--- src/verilog/siu_map.vh ---
// Register map, field positions and codes of the interrupt logic
`ifndef SIU_MAP_VH
`define SIU_MAP_VH
// Byte addresses on the register bus
`define SIU_CTRL_OFS 8'h00
`define SIU_FLAGS_OFS 8'h04
`define SIU_STATUS_OFS 8'h08
`define SIU_VECTOR_OFS 8'h0C
// Control register fields
`define SIU_CTRL_GIE 0
`define SIU_CTRL_SM_EN 1
`define SIU_CTRL_UART_EN 2
`define SIU_CTRL_GRP_EN 3
`define SIU_CTRL_RST 4'h0
// Flag register fields
`define SIU_FLG_SM 0
`define SIU_FLG_UART 1
`define SIU_FLG_GRP 2
`define SIU_FLG_SRC0 3
`define SIU_FLG_SRC1 4
// Vector codes, lowest code wins
`define SIU_VEC_SM 2'h0
`define SIU_VEC_UART 2'h1
`define SIU_VEC_GRP 2'h2
// Bus responses
`define SIU_RESP_OKAY 2'h0
`define SIU_RESP_SLVERR 2'h2
// Widths
`define SIU_PC_W 16
`endif

--- src/verilog/siu_top.v ---
// Serial module and UART interrupt control with register bus slave
// Overview of operation
// - Serial flag sets on any of four serial module events.
// - Serial vector needs global enable, serial enable and flag.
// - No vector call while the return stack is full.
// - Serial service clears its flag and the global enable.
// - UART request raised by any of six UART conditions.
// - UART vector needs global enable, UART enable and pending flag.
// - UART service clears UART flag and global enable.
// - UART service leaves UART status flags untouched.
// - Any request flag rising produces a wake-up.
// - Wake-up ignores every enable bit.
// - A set flag stays set until serviced or cleared.
// - Group entry clears only the grouped flag, not source flags.
// - Entry pushes only the program counter.
// - Return with re-enable sets the global enable.
// - Plain return leaves the global enable cleared.
// - Grouped flag sets when any of its source flags sets.
`timescale 1ns/10ps
`include "siu_map.vh"
module siu_top
(
  input wire I_CORE_CLK,
  input wire I_RESETN,
  input wire [7:0] I_AWADDR,
  input wire I_AWVALID,
  output reg O_AWREADY,
  input wire [31:0] I_WDATA,
  input wire [3:0] I_WSTRB,
  input wire I_WVALID,
  output reg O_WREADY,
  output reg [1:0] O_BRESP,
  output reg O_BVALID,
  input wire I_BREADY,
  input wire [7:0] I_ARADDR,
  input wire I_ARVALID,
  output reg O_ARREADY,
  output reg [31:0] O_RDATA,
  output reg [1:0] O_RRESP,
  output reg O_RVALID,
  input wire I_RREADY,
  input wire [3:0] I_SERIAL_MODULE_EV,
  input wire [5:0] I_UART_EV,
  input wire [5:0] I_UART_STAT_CLR,
  input wire [1:0] I_GROUP_SRC_EV,
  input wire I_STACK_FULL,
  input wire I_VEC_ACK,
  input wire I_RETURN_WITH_REENABLE,
  input wire I_PLAIN_RETURN,
  input wire [`SIU_PC_W-1:0] I_PC,
  output reg O_VEC_REQ,
  output reg [1:0] O_VEC_ID,
  output reg O_STACK_PUSH,
  output reg [`SIU_PC_W-1:0] O_PUSH_PC,
  output reg O_WAKE,
  output reg O_GLOBAL_IRQ_ENABLE
);

  // One-hot states of the vectoring sequencer
  localparam ST_IDLE = 2'h1;
  localparam ST_REQ = 2'h2;

  wire rst_n;
  reg [1:0] state;
  reg [3:0] ctrl;
  reg [5:0] uart_status_flags;
  reg next_gie;
  reg [5:0] next_status;

  // Write channel holding state
  reg aw_got;
  reg w_got;
  reg [7:0] aw_addr;
  reg [7:0] w_byte;
  reg w_lane;

  // Flag outputs
  wire serial_module_request_flag;
  wire uart_request_flag;
  wire grouped_request_flag;
  wire [1:0] src_flag;
  wire sm_rise;
  wire uart_rise;
  wire grp_rise;
  wire [1:0] src_rise;

  // Reset release through two flops
  siu_rst_sync u_rst
  (
    .i_clk(I_CORE_CLK),
    .i_rst_n(I_RESETN),
    .o_rst_n(rst_n)
  );

  // Bus handshakes
  wire aw_hs = I_AWVALID & O_AWREADY;
  wire w_hs = I_WVALID & O_WREADY;
  wire b_hs = O_BVALID & I_BREADY;
  wire ar_hs = I_ARVALID & O_ARREADY;
  wire r_hs = O_RVALID & I_RREADY;
  wire wr_fire = aw_got & w_got & ~O_BVALID;

  // Write decode; only the low byte carries bits
  wire wr_ctrl = wr_fire & (aw_addr == `SIU_CTRL_OFS);
  wire wr_flags = wr_fire & (aw_addr == `SIU_FLAGS_OFS);
  wire wr_ro = wr_fire & ((aw_addr == `SIU_STATUS_OFS) |
                          (aw_addr == `SIU_VECTOR_OFS));
  wire wr_ok = wr_ctrl | wr_flags | wr_ro;
  wire flags_we = wr_flags & w_lane;

  // Enables
  wire gie = ctrl[`SIU_CTRL_GIE];
  wire sm_en = ctrl[`SIU_CTRL_SM_EN];
  wire uart_en = ctrl[`SIU_CTRL_UART_EN];
  wire grp_en = ctrl[`SIU_CTRL_GRP_EN];

  // Per-vector readiness, gated by the global enable
  wire sm_go = gie & sm_en & serial_module_request_flag;
  wire uart_go = gie & uart_en & uart_request_flag;
  wire grp_go = gie & grp_en & grouped_request_flag;
  wire any_go = (sm_go | uart_go | grp_go) & ~I_STACK_FULL;

  // Fixed priority: serial, then UART, then group
  wire [1:0] pick = sm_go ? `SIU_VEC_SM :
                    (uart_go ? `SIU_VEC_UART : `SIU_VEC_GRP);

  // Is the latched vector still callable
  wire sel_go = (O_VEC_ID == `SIU_VEC_SM) ? sm_go :
                ((O_VEC_ID == `SIU_VEC_UART) ? uart_go : grp_go);
  wire still_ok = sel_go & ~I_STACK_FULL;

  // Entry happens when the core takes the offered vector
  wire entry = (state == ST_REQ) & I_VEC_ACK & still_ok;
  wire clr_sm = entry & (O_VEC_ID == `SIU_VEC_SM);
  wire clr_uart = entry & (O_VEC_ID == `SIU_VEC_UART);
  wire clr_grp = entry & (O_VEC_ID == `SIU_VEC_GRP);

  // Serial module request flag
  siu_flag u_sm_flag
  (
    .i_clk(I_CORE_CLK),
    .i_rst_n(rst_n),
    .i_set(|I_SERIAL_MODULE_EV),
    .i_clr(clr_sm),
    .i_we(flags_we),
    .i_wdata(w_byte[`SIU_FLG_SM]),
    .o_flag(serial_module_request_flag),
    .o_rise(sm_rise)
  );

  // UART request flag
  siu_flag u_uart_flag
  (
    .i_clk(I_CORE_CLK),
    .i_rst_n(rst_n),
    .i_set(|I_UART_EV),
    .i_clr(clr_uart),
    .i_we(flags_we),
    .i_wdata(w_byte[`SIU_FLG_UART]),
    .o_flag(uart_request_flag),
    .o_rise(uart_rise)
  );

  // Grouped flag follows any source flag going high
  siu_flag u_grp_flag
  (
    .i_clk(I_CORE_CLK),
    .i_rst_n(rst_n),
    .i_set(|src_rise),
    .i_clr(clr_grp),
    .i_we(flags_we),
    .i_wdata(w_byte[`SIU_FLG_GRP]),
    .o_flag(grouped_request_flag),
    .o_rise(grp_rise)
  );

  // Source flags are never cleared by entry, only by software
  siu_flag u_src0_flag
  (
    .i_clk(I_CORE_CLK),
    .i_rst_n(rst_n),
    .i_set(I_GROUP_SRC_EV[0]),
    .i_clr(1'b0),
    .i_we(flags_we),
    .i_wdata(w_byte[`SIU_FLG_SRC0]),
    .o_flag(src_flag[0]),
    .o_rise(src_rise[0])
  );

  siu_flag u_src1_flag
  (
    .i_clk(I_CORE_CLK),
    .i_rst_n(rst_n),
    .i_set(I_GROUP_SRC_EV[1]),
    .i_clr(1'b0),
    .i_we(flags_we),
    .i_wdata(w_byte[`SIU_FLG_SRC1]),
    .o_flag(src_flag[1]),
    .o_rise(src_rise[1])
  );

  // Global enable: entry clear wins, then re-enable, then software
  always @*
  begin
    next_gie = gie;
    if (wr_ctrl & w_lane)
      next_gie = w_byte[`SIU_CTRL_GIE];
    if (I_RETURN_WITH_REENABLE)
      next_gie = 1'b1;
    else if (I_PLAIN_RETURN)
      next_gie = next_gie;
    if (entry)
      next_gie = 1'b0;
  end

  // Control register
  always @(posedge I_CORE_CLK or negedge rst_n)
  begin
    if (!rst_n)
      ctrl <= `SIU_CTRL_RST;
    else
    begin
      ctrl[`SIU_CTRL_GIE] <= next_gie;
      if (wr_ctrl & w_lane)
        ctrl[3:1] <= w_byte[3:1];
    end
  end

  // UART status: set wins, cleared only by the UART itself
  always @*
  begin
    next_status = (uart_status_flags & ~I_UART_STAT_CLR) | I_UART_EV;
  end

  // Interrupt entry has no path into these bits
  always @(posedge I_CORE_CLK or negedge rst_n)
  begin
    if (!rst_n)
      uart_status_flags <= 6'h00;
    else
      uart_status_flags <= next_status;
  end

  // Vectoring sequencer
  always @(posedge I_CORE_CLK or negedge rst_n)
  begin
    if (!rst_n)
    begin
      state <= ST_IDLE;
      O_VEC_REQ <= 1'b0;
      O_VEC_ID <= `SIU_VEC_SM;
    end
    else
    begin
      case (state)
        ST_IDLE:
        begin
          if (any_go)
          begin
            state <= ST_REQ;
            O_VEC_REQ <= 1'b1;
            O_VEC_ID <= pick;
          end
        end
        ST_REQ:
        begin
          // Withdraw if the core took it or it lost its right
          if (entry | ~still_ok)
          begin
            state <= ST_IDLE;
            O_VEC_REQ <= 1'b0;
          end
        end
        default:
        begin
          state <= ST_IDLE;
          O_VEC_REQ <= 1'b0;
        end
      endcase
    end
  end

  // Only the program counter goes onto the stack
  always @(posedge I_CORE_CLK or negedge rst_n)
  begin
    if (!rst_n)
    begin
      O_STACK_PUSH <= 1'b0;
      O_PUSH_PC <= {`SIU_PC_W{1'b0}};
    end
    else
    begin
      O_STACK_PUSH <= entry;
      if (entry)
        O_PUSH_PC <= I_PC;
    end
  end

  // Wake from any rising request flag, enables not consulted
  always @(posedge I_CORE_CLK or negedge rst_n)
  begin
    if (!rst_n)
      O_WAKE <= 1'b0;
    else
      O_WAKE <= sm_rise | uart_rise | grp_rise | (|src_rise);
  end

  // Mirror of the global enable for the core
  always @(posedge I_CORE_CLK or negedge rst_n)
  begin
    if (!rst_n)
      O_GLOBAL_IRQ_ENABLE <= 1'b0;
    else
      O_GLOBAL_IRQ_ENABLE <= next_gie;
  end

  // Write address and data are taken in either order
  always @(posedge I_CORE_CLK or negedge rst_n)
  begin
    if (!rst_n)
    begin
      O_AWREADY <= 1'b1;
      O_WREADY <= 1'b1;
      aw_got <= 1'b0;
      w_got <= 1'b0;
      aw_addr <= 8'h00;
      w_byte <= 8'h00;
      w_lane <= 1'b0;
      O_BVALID <= 1'b0;
      O_BRESP <= `SIU_RESP_OKAY;
    end
    else
    begin
      if (aw_hs)
      begin
        aw_got <= 1'b1;
        aw_addr <= I_AWADDR;
        O_AWREADY <= 1'b0;
      end
      if (w_hs)
      begin
        w_got <= 1'b1;
        w_byte <= I_WDATA[7:0];
        w_lane <= I_WSTRB[0];
        O_WREADY <= 1'b0;
      end
      // Response follows once both halves are held
      if (wr_fire)
      begin
        aw_got <= 1'b0;
        w_got <= 1'b0;
        O_BVALID <= 1'b1;
        O_BRESP <= wr_ok ? `SIU_RESP_OKAY : `SIU_RESP_SLVERR;
      end
      // Ready again only after the response is gone
      if (b_hs)
      begin
        O_BVALID <= 1'b0;
        O_AWREADY <= 1'b1;
        O_WREADY <= 1'b1;
      end
    end
  end

  // Read data, captured at the address handshake
  always @(posedge I_CORE_CLK or negedge rst_n)
  begin
    if (!rst_n)
    begin
      O_ARREADY <= 1'b1;
      O_RVALID <= 1'b0;
      O_RDATA <= 32'h00000000;
      O_RRESP <= `SIU_RESP_OKAY;
    end
    else if (ar_hs)
    begin
      O_ARREADY <= 1'b0;
      O_RVALID <= 1'b1;
      O_RRESP <= `SIU_RESP_OKAY;
      if (I_ARADDR == `SIU_CTRL_OFS)
        O_RDATA <= {28'h0000000, ctrl};
      else if (I_ARADDR == `SIU_FLAGS_OFS)
        O_RDATA <= {27'h0000000, src_flag, grouped_request_flag,
                    uart_request_flag, serial_module_request_flag};
      else if (I_ARADDR == `SIU_STATUS_OFS)
        O_RDATA <= {26'h0000000, uart_status_flags};
      else if (I_ARADDR == `SIU_VECTOR_OFS)
        O_RDATA <= {29'h00000000, O_VEC_REQ, O_VEC_ID};
      else
      begin
        O_RDATA <= 32'h00000000;
        O_RRESP <= `SIU_RESP_SLVERR;
      end
    end
    else if (r_hs)
    begin
      O_RVALID <= 1'b0;
      O_ARREADY <= 1'b1;
    end
  end

endmodule // siu_top

--- src/verilog/siu_rst_sync.v ---
// Reset release synchroniser of the interrupt logic
`timescale 1ns/10ps
module siu_rst_sync
(
  input wire i_clk,
  input wire i_rst_n,
  output reg o_rst_n
);

  reg meta_n;

  // Assert at once, release after two edges
  always @(posedge i_clk or negedge i_rst_n)
  begin
    if (!i_rst_n)
    begin
      meta_n <= 1'b0;
      o_rst_n <= 1'b0;
    end
    else
    begin
      meta_n <= 1'b1;
      o_rst_n <= meta_n;
    end
  end

endmodule // siu_rst_sync

--- src/verilog/siu_flag.v ---
// One sticky request flag with write access and rise detection
`timescale 1ns/10ps
module siu_flag
(
  input wire i_clk,
  input wire i_rst_n,
  input wire i_set,
  input wire i_clr,
  input wire i_we,
  input wire i_wdata,
  output reg o_flag,
  output wire o_rise
);

  reg prev;
  reg next_flag;

  // Hardware set beats both service clear and software write
  always @*
  begin
    next_flag = o_flag;
    if (i_we)
      next_flag = i_wdata;
    if (i_clr)
      next_flag = 1'b0;
    if (i_set)
      next_flag = 1'b1;
  end

  // Flag holds until cleared; enables never touch it
  always @(posedge i_clk or negedge i_rst_n)
  begin
    if (!i_rst_n)
    begin
      o_flag <= 1'b0;
      prev <= 1'b0;
    end
    else
    begin
      o_flag <= next_flag;
      prev <= o_flag;
    end
  end

  // One cycle per low-to-high change
  assign o_rise = o_flag & ~prev;

endmodule // siu_flag

--- config.mk ---
export PLATFORM = sky130hd
export DESIGN_NAME = siu_top
export DESIGN_NICKNAME = d
export VERILOG_FILES = /design/src/verilog/siu_top.v /design/src/verilog/siu_rst_sync.v /design/src/verilog/siu_flag.v
export VERILOG_INCLUDE_DIRS = /design/src /design/src/verilog
export SDC_FILE = /design/constraint.sdc
export NUM_CORES = 1
export LEC_CHECK = 0
export ABC_AREA = 0
export ABC_CLOCK_PERIOD_IN_PS = 2300
export BUFFER_PORTS_ARGS = -buffer_cell sky130_fd_sc_hd__buf_2
export CELL_PAD_IN_SITES_DETAIL_PLACEMENT = 0
export CELL_PAD_IN_SITES_GLOBAL_PLACEMENT = 1
export CORE_ASPECT_RATIO = 0.8
export CORE_MARGIN = 2
export CORE_UTILIZATION = 31
export DETAILED_ROUTE_END_ITERATION = 16
export GPL_ROUTABILITY_DRIVEN = 1
export PLACE_DENSITY = 0.77
export SYNTH_ARGS = -nofsm -noshare
export SYNTH_HDL_FRONTEND = slang
export SYNTH_SLANG_ARGS = --single-unit
--- constraint.sdc ---
create_clock -name I_CORE_CLK -period 2.3 [get_ports I_CORE_CLK]
set_input_delay 0.115 -clock I_CORE_CLK [delete_from_list [all_inputs] [get_ports I_CORE_CLK]]
set_output_delay 0.115 -clock I_CORE_CLK [all_outputs]
set_load 0.005 [all_outputs]
==> flow_summary.toml <==
[outcome]
outcome = "finished clean"

[worst_setup_path]
timing.rr.end = "O_PUSH_PC[6]"
endpoint_kind = "flop"
r2r_start = "state[0]"
cp_data_arrival_time_ns = 2.14
critPathLaunchType = "input pin"
required_ns = 2.50
path_buf_inv = 3
crit_type = "in2reg"
path_cells = "dlygate4sd3_1 > buf_2 > nor4bb_1 > o31ai_2 > nor2_4 > buf_4 > mux2_1"
max_stage_delay_ns = 0.53
cp_max_fo = 18
r2r_slack_ns = 0.42
crit_family = "buffers and inverters"
crit_slowest_cell = "dlygate4sd3_1"
reg2regPathDepth = 5
cp.depth = 7

[route]
drc = 0
vias = 2320
drt_iter0_drc = 84
routed_wl_microns = 6880
drtPass1Iterations = 5
vias_per_cell = 4.26
antenna_left = 0
wl_per_cell_microns = 12.6

[clocking]
cts.sinks = 73
clock_latency_ns = 0.33
cts.clk_slew.worst_paths_ns = 0.06
clock_path_buffers = 2
htreeDepth = 3
cts-buffers-inserted = 9
root_buffer = "clkbuf_16"
cts_tree = "done"

[grt]
grt_start_max_net_pins = 72
grt.total_usage_pct = 12.7
grt_overflow_total = 0
grt_pass1_vias = 2358
grt_pass1_wl_microns = 11100
antenna_found_initial = 0

[floorplanning]
die_h_microns = 95.4
io_pins = 160
start_util_pct = 31.7
core_area_sq_um = 10200
die_w_microns = 118
fp-row-count = 33
die-area_sq_um = 11300

[timing]
setup_slack_ns = 0.360
fmax_mhz = 516
period_share_pct = 84.3
setup_violations = 0
finalClockSkew_ns = 0.00779
finalCriticalPeriod_ns = 1.94
drv_slew = 0
tns_ns = 0
tightest_slew_ns = 0.497
rsz0062_at_grt = "no"
relSlewSlack_pct = 66.4
finalHoldViolations = 0

[hold_path]
min_to = "u_sm_flag.o_flag"
worstHoldPathCells = 3
hp-class = "in2reg"
hp-start = "I_SERIAL_MODULE_EV[2]"

[final_layout]
finalInstanceArea_sq_um = 4420
final_cell_mix = "100 x buf_2, 68 x dfrtp_1, 30 x dlygate4sd3_1"
n_fill_cell = 994
fin_cells = 545
seqCellArea_sq_um = 1830
fin_nets = 497
area_growth_syn_to_layout_pct = 36.7
antenna_cells = 0
multi_input_area_sq_um = 1200
drive_above_1_share_pct = 36.8
final_common_cell = "buf_2"

[place]
routabilityCongestion = 0.749
dp_hpwl_microns = 4970
portBuffers = 100
pre_cts_ws_ns = 0.401
dp.cells = 499
dpl-instance-area_sq_um = 3830

[power]
vdd.ir_drop.worst_uv = 451
pwr_density_cell_nw_per_um2 = 855
p_leak_nw = 2.27

[flow_run]
cap_violations = 0

[logic_synthesis]
synth_edf_count = 0
ys_seq_area_share_pct = 56.6
yosys_warnings = 0
syn_avg_cell_area_sq_um = 12.4
ys_seq_elements = 73
synthCells = 260
synth_area_sq_um = 3240
ys_types = 45
synthArstFlopShare_pct = 100
ys.flop_type = "dfrtp_1"
-- metrics by stage --
stage	util (%)	power, mW	hold slack (ns)
after floorplan	-	2.18	-0.181
after global placement	37.5	2.37	-0.0982
after detailed placement	37.5	2.41	-0.0980
after CTS	43.2	3.84	0.00101
after global routing	43.4	4.01	0.00255
final	43.4	3.78	0.0115
-- how the worst max path moves through the flow --
stage | startpoint | to | slack (ns)
4_1_cts | I_VEC_ACK | O_PUSH_PC[15] | 0.35
6_report | I_VEC_ACK | O_PUSH_PC[6] | 0.36
5_1_grt | I_VEC_ACK | O_PUSH_PC[6] | 0.20
3_5_place_dp | O_VEC_REQ | O_PUSH_PC[5] | 0.40
3_3_place_gp | aw_addr[1] | u_src1_flag.o_flag | 0.43
2_1_floorplan | u_rst.o_rst_n | O_BRESP[1] | 0.12
-- timing repair --
action / in CTS / in global routing
gates resized for setup: 0 / 0
hold endpoints to repair: 29 / 2
hold buffers: 28 / 2
setup buffers: 0 / 0
-- logic make-up (layout without fill, tap and decap cells) --
kind of cell	after synthesis	after routing	synth area share [%]
buffers and inverters	54	172	9.55
other	2	29	0.232
muxes	43	43	15.8
AOI/OAI and AO/OA	38	38	7.70
DFF	73	73	56.6
and+or+nand+nor	50	50	10.1
-- cells in the mapped netlist, types with 2 or more instances --
cell type	n	area, sq um
mux2i_1	6	60.1
a21oi_1	6	30.0
clkbuf_1	2	7.51
mux2_2	15	169
o21ai_0	6	30.0
mux2_1	19	214
buf_4	28	210
a21o_1	6	45.0
nor2b_1	4	25.0
inv_1	23	86.3
or4_1	2	15.0
nand2_1	16	60.1
and3_1	2	12.5
nor4_1	4	25.0
dfstp_2	4	105
mux4_2	3	67.6
nand3_1	2	10.0
nor3_1	3	15.0
nor2_1	4	15.0
o21ai_1	8	40.0
conb_1	2	7.51
a21boi_0	2	15.0
nor4_4	2	42.5
a211o_1	2	17.5
dfrtp_1	69	1730
-- metal layers --
metal	global-route usage, %	vias to the layer above	routed length (microns)
met3	4.96	7	444
met2	21.4	91	3320
met1	15.2	1091	3040
met4	3.71	0	71
met5	0	-	0
li1	-	1131	-
-- sequential cells by signal (all words and copies together), names as in the netlist, 2 cells and up --
register and flops:
aw_addr 8, uart_status_flags 6, ctrl 4, w_byte 5
O_RDATA 6, O_PUSH_PC 16, O_VEC_ID 2
-- cell type report --
| cell class | count | share of cell area, % |
|---|---|---|
| clock buffer | 10 | 5.18 |
| clock inverter | 6 | 1.56 |
| inverter | 23 | 1.95 |
| multi-input combinational | 160 | 27.0 |
| sequential | 73 | 41.4 |
| tap | 140 | 3.96 |
| timing repair buffer | 133 | 18.9 |
-- worst reg2reg max path, stage by stage (launching register included) --
cell	delay, ns
dfstp_2	0.37
nor4bb_1	0.48
o31ai_2	0.20
nor2_4	0.11
buf_4	0.25
mux2_1	0.36
-- power by group --
| group | switching (mW) | internal, mW | leakage (nW) |
|---|---|---|---|
| Combinational | 0.314 | 0.379 | 1.25 |
| Clock | 0.530 | 0.843 | 0.143 |
| Sequential | 0.189 | 1.53 | 0.878 |
| Total | 1.03 | 2.75 | 2.27 |
Note: power is estimated with default switching activity, not from simulation.
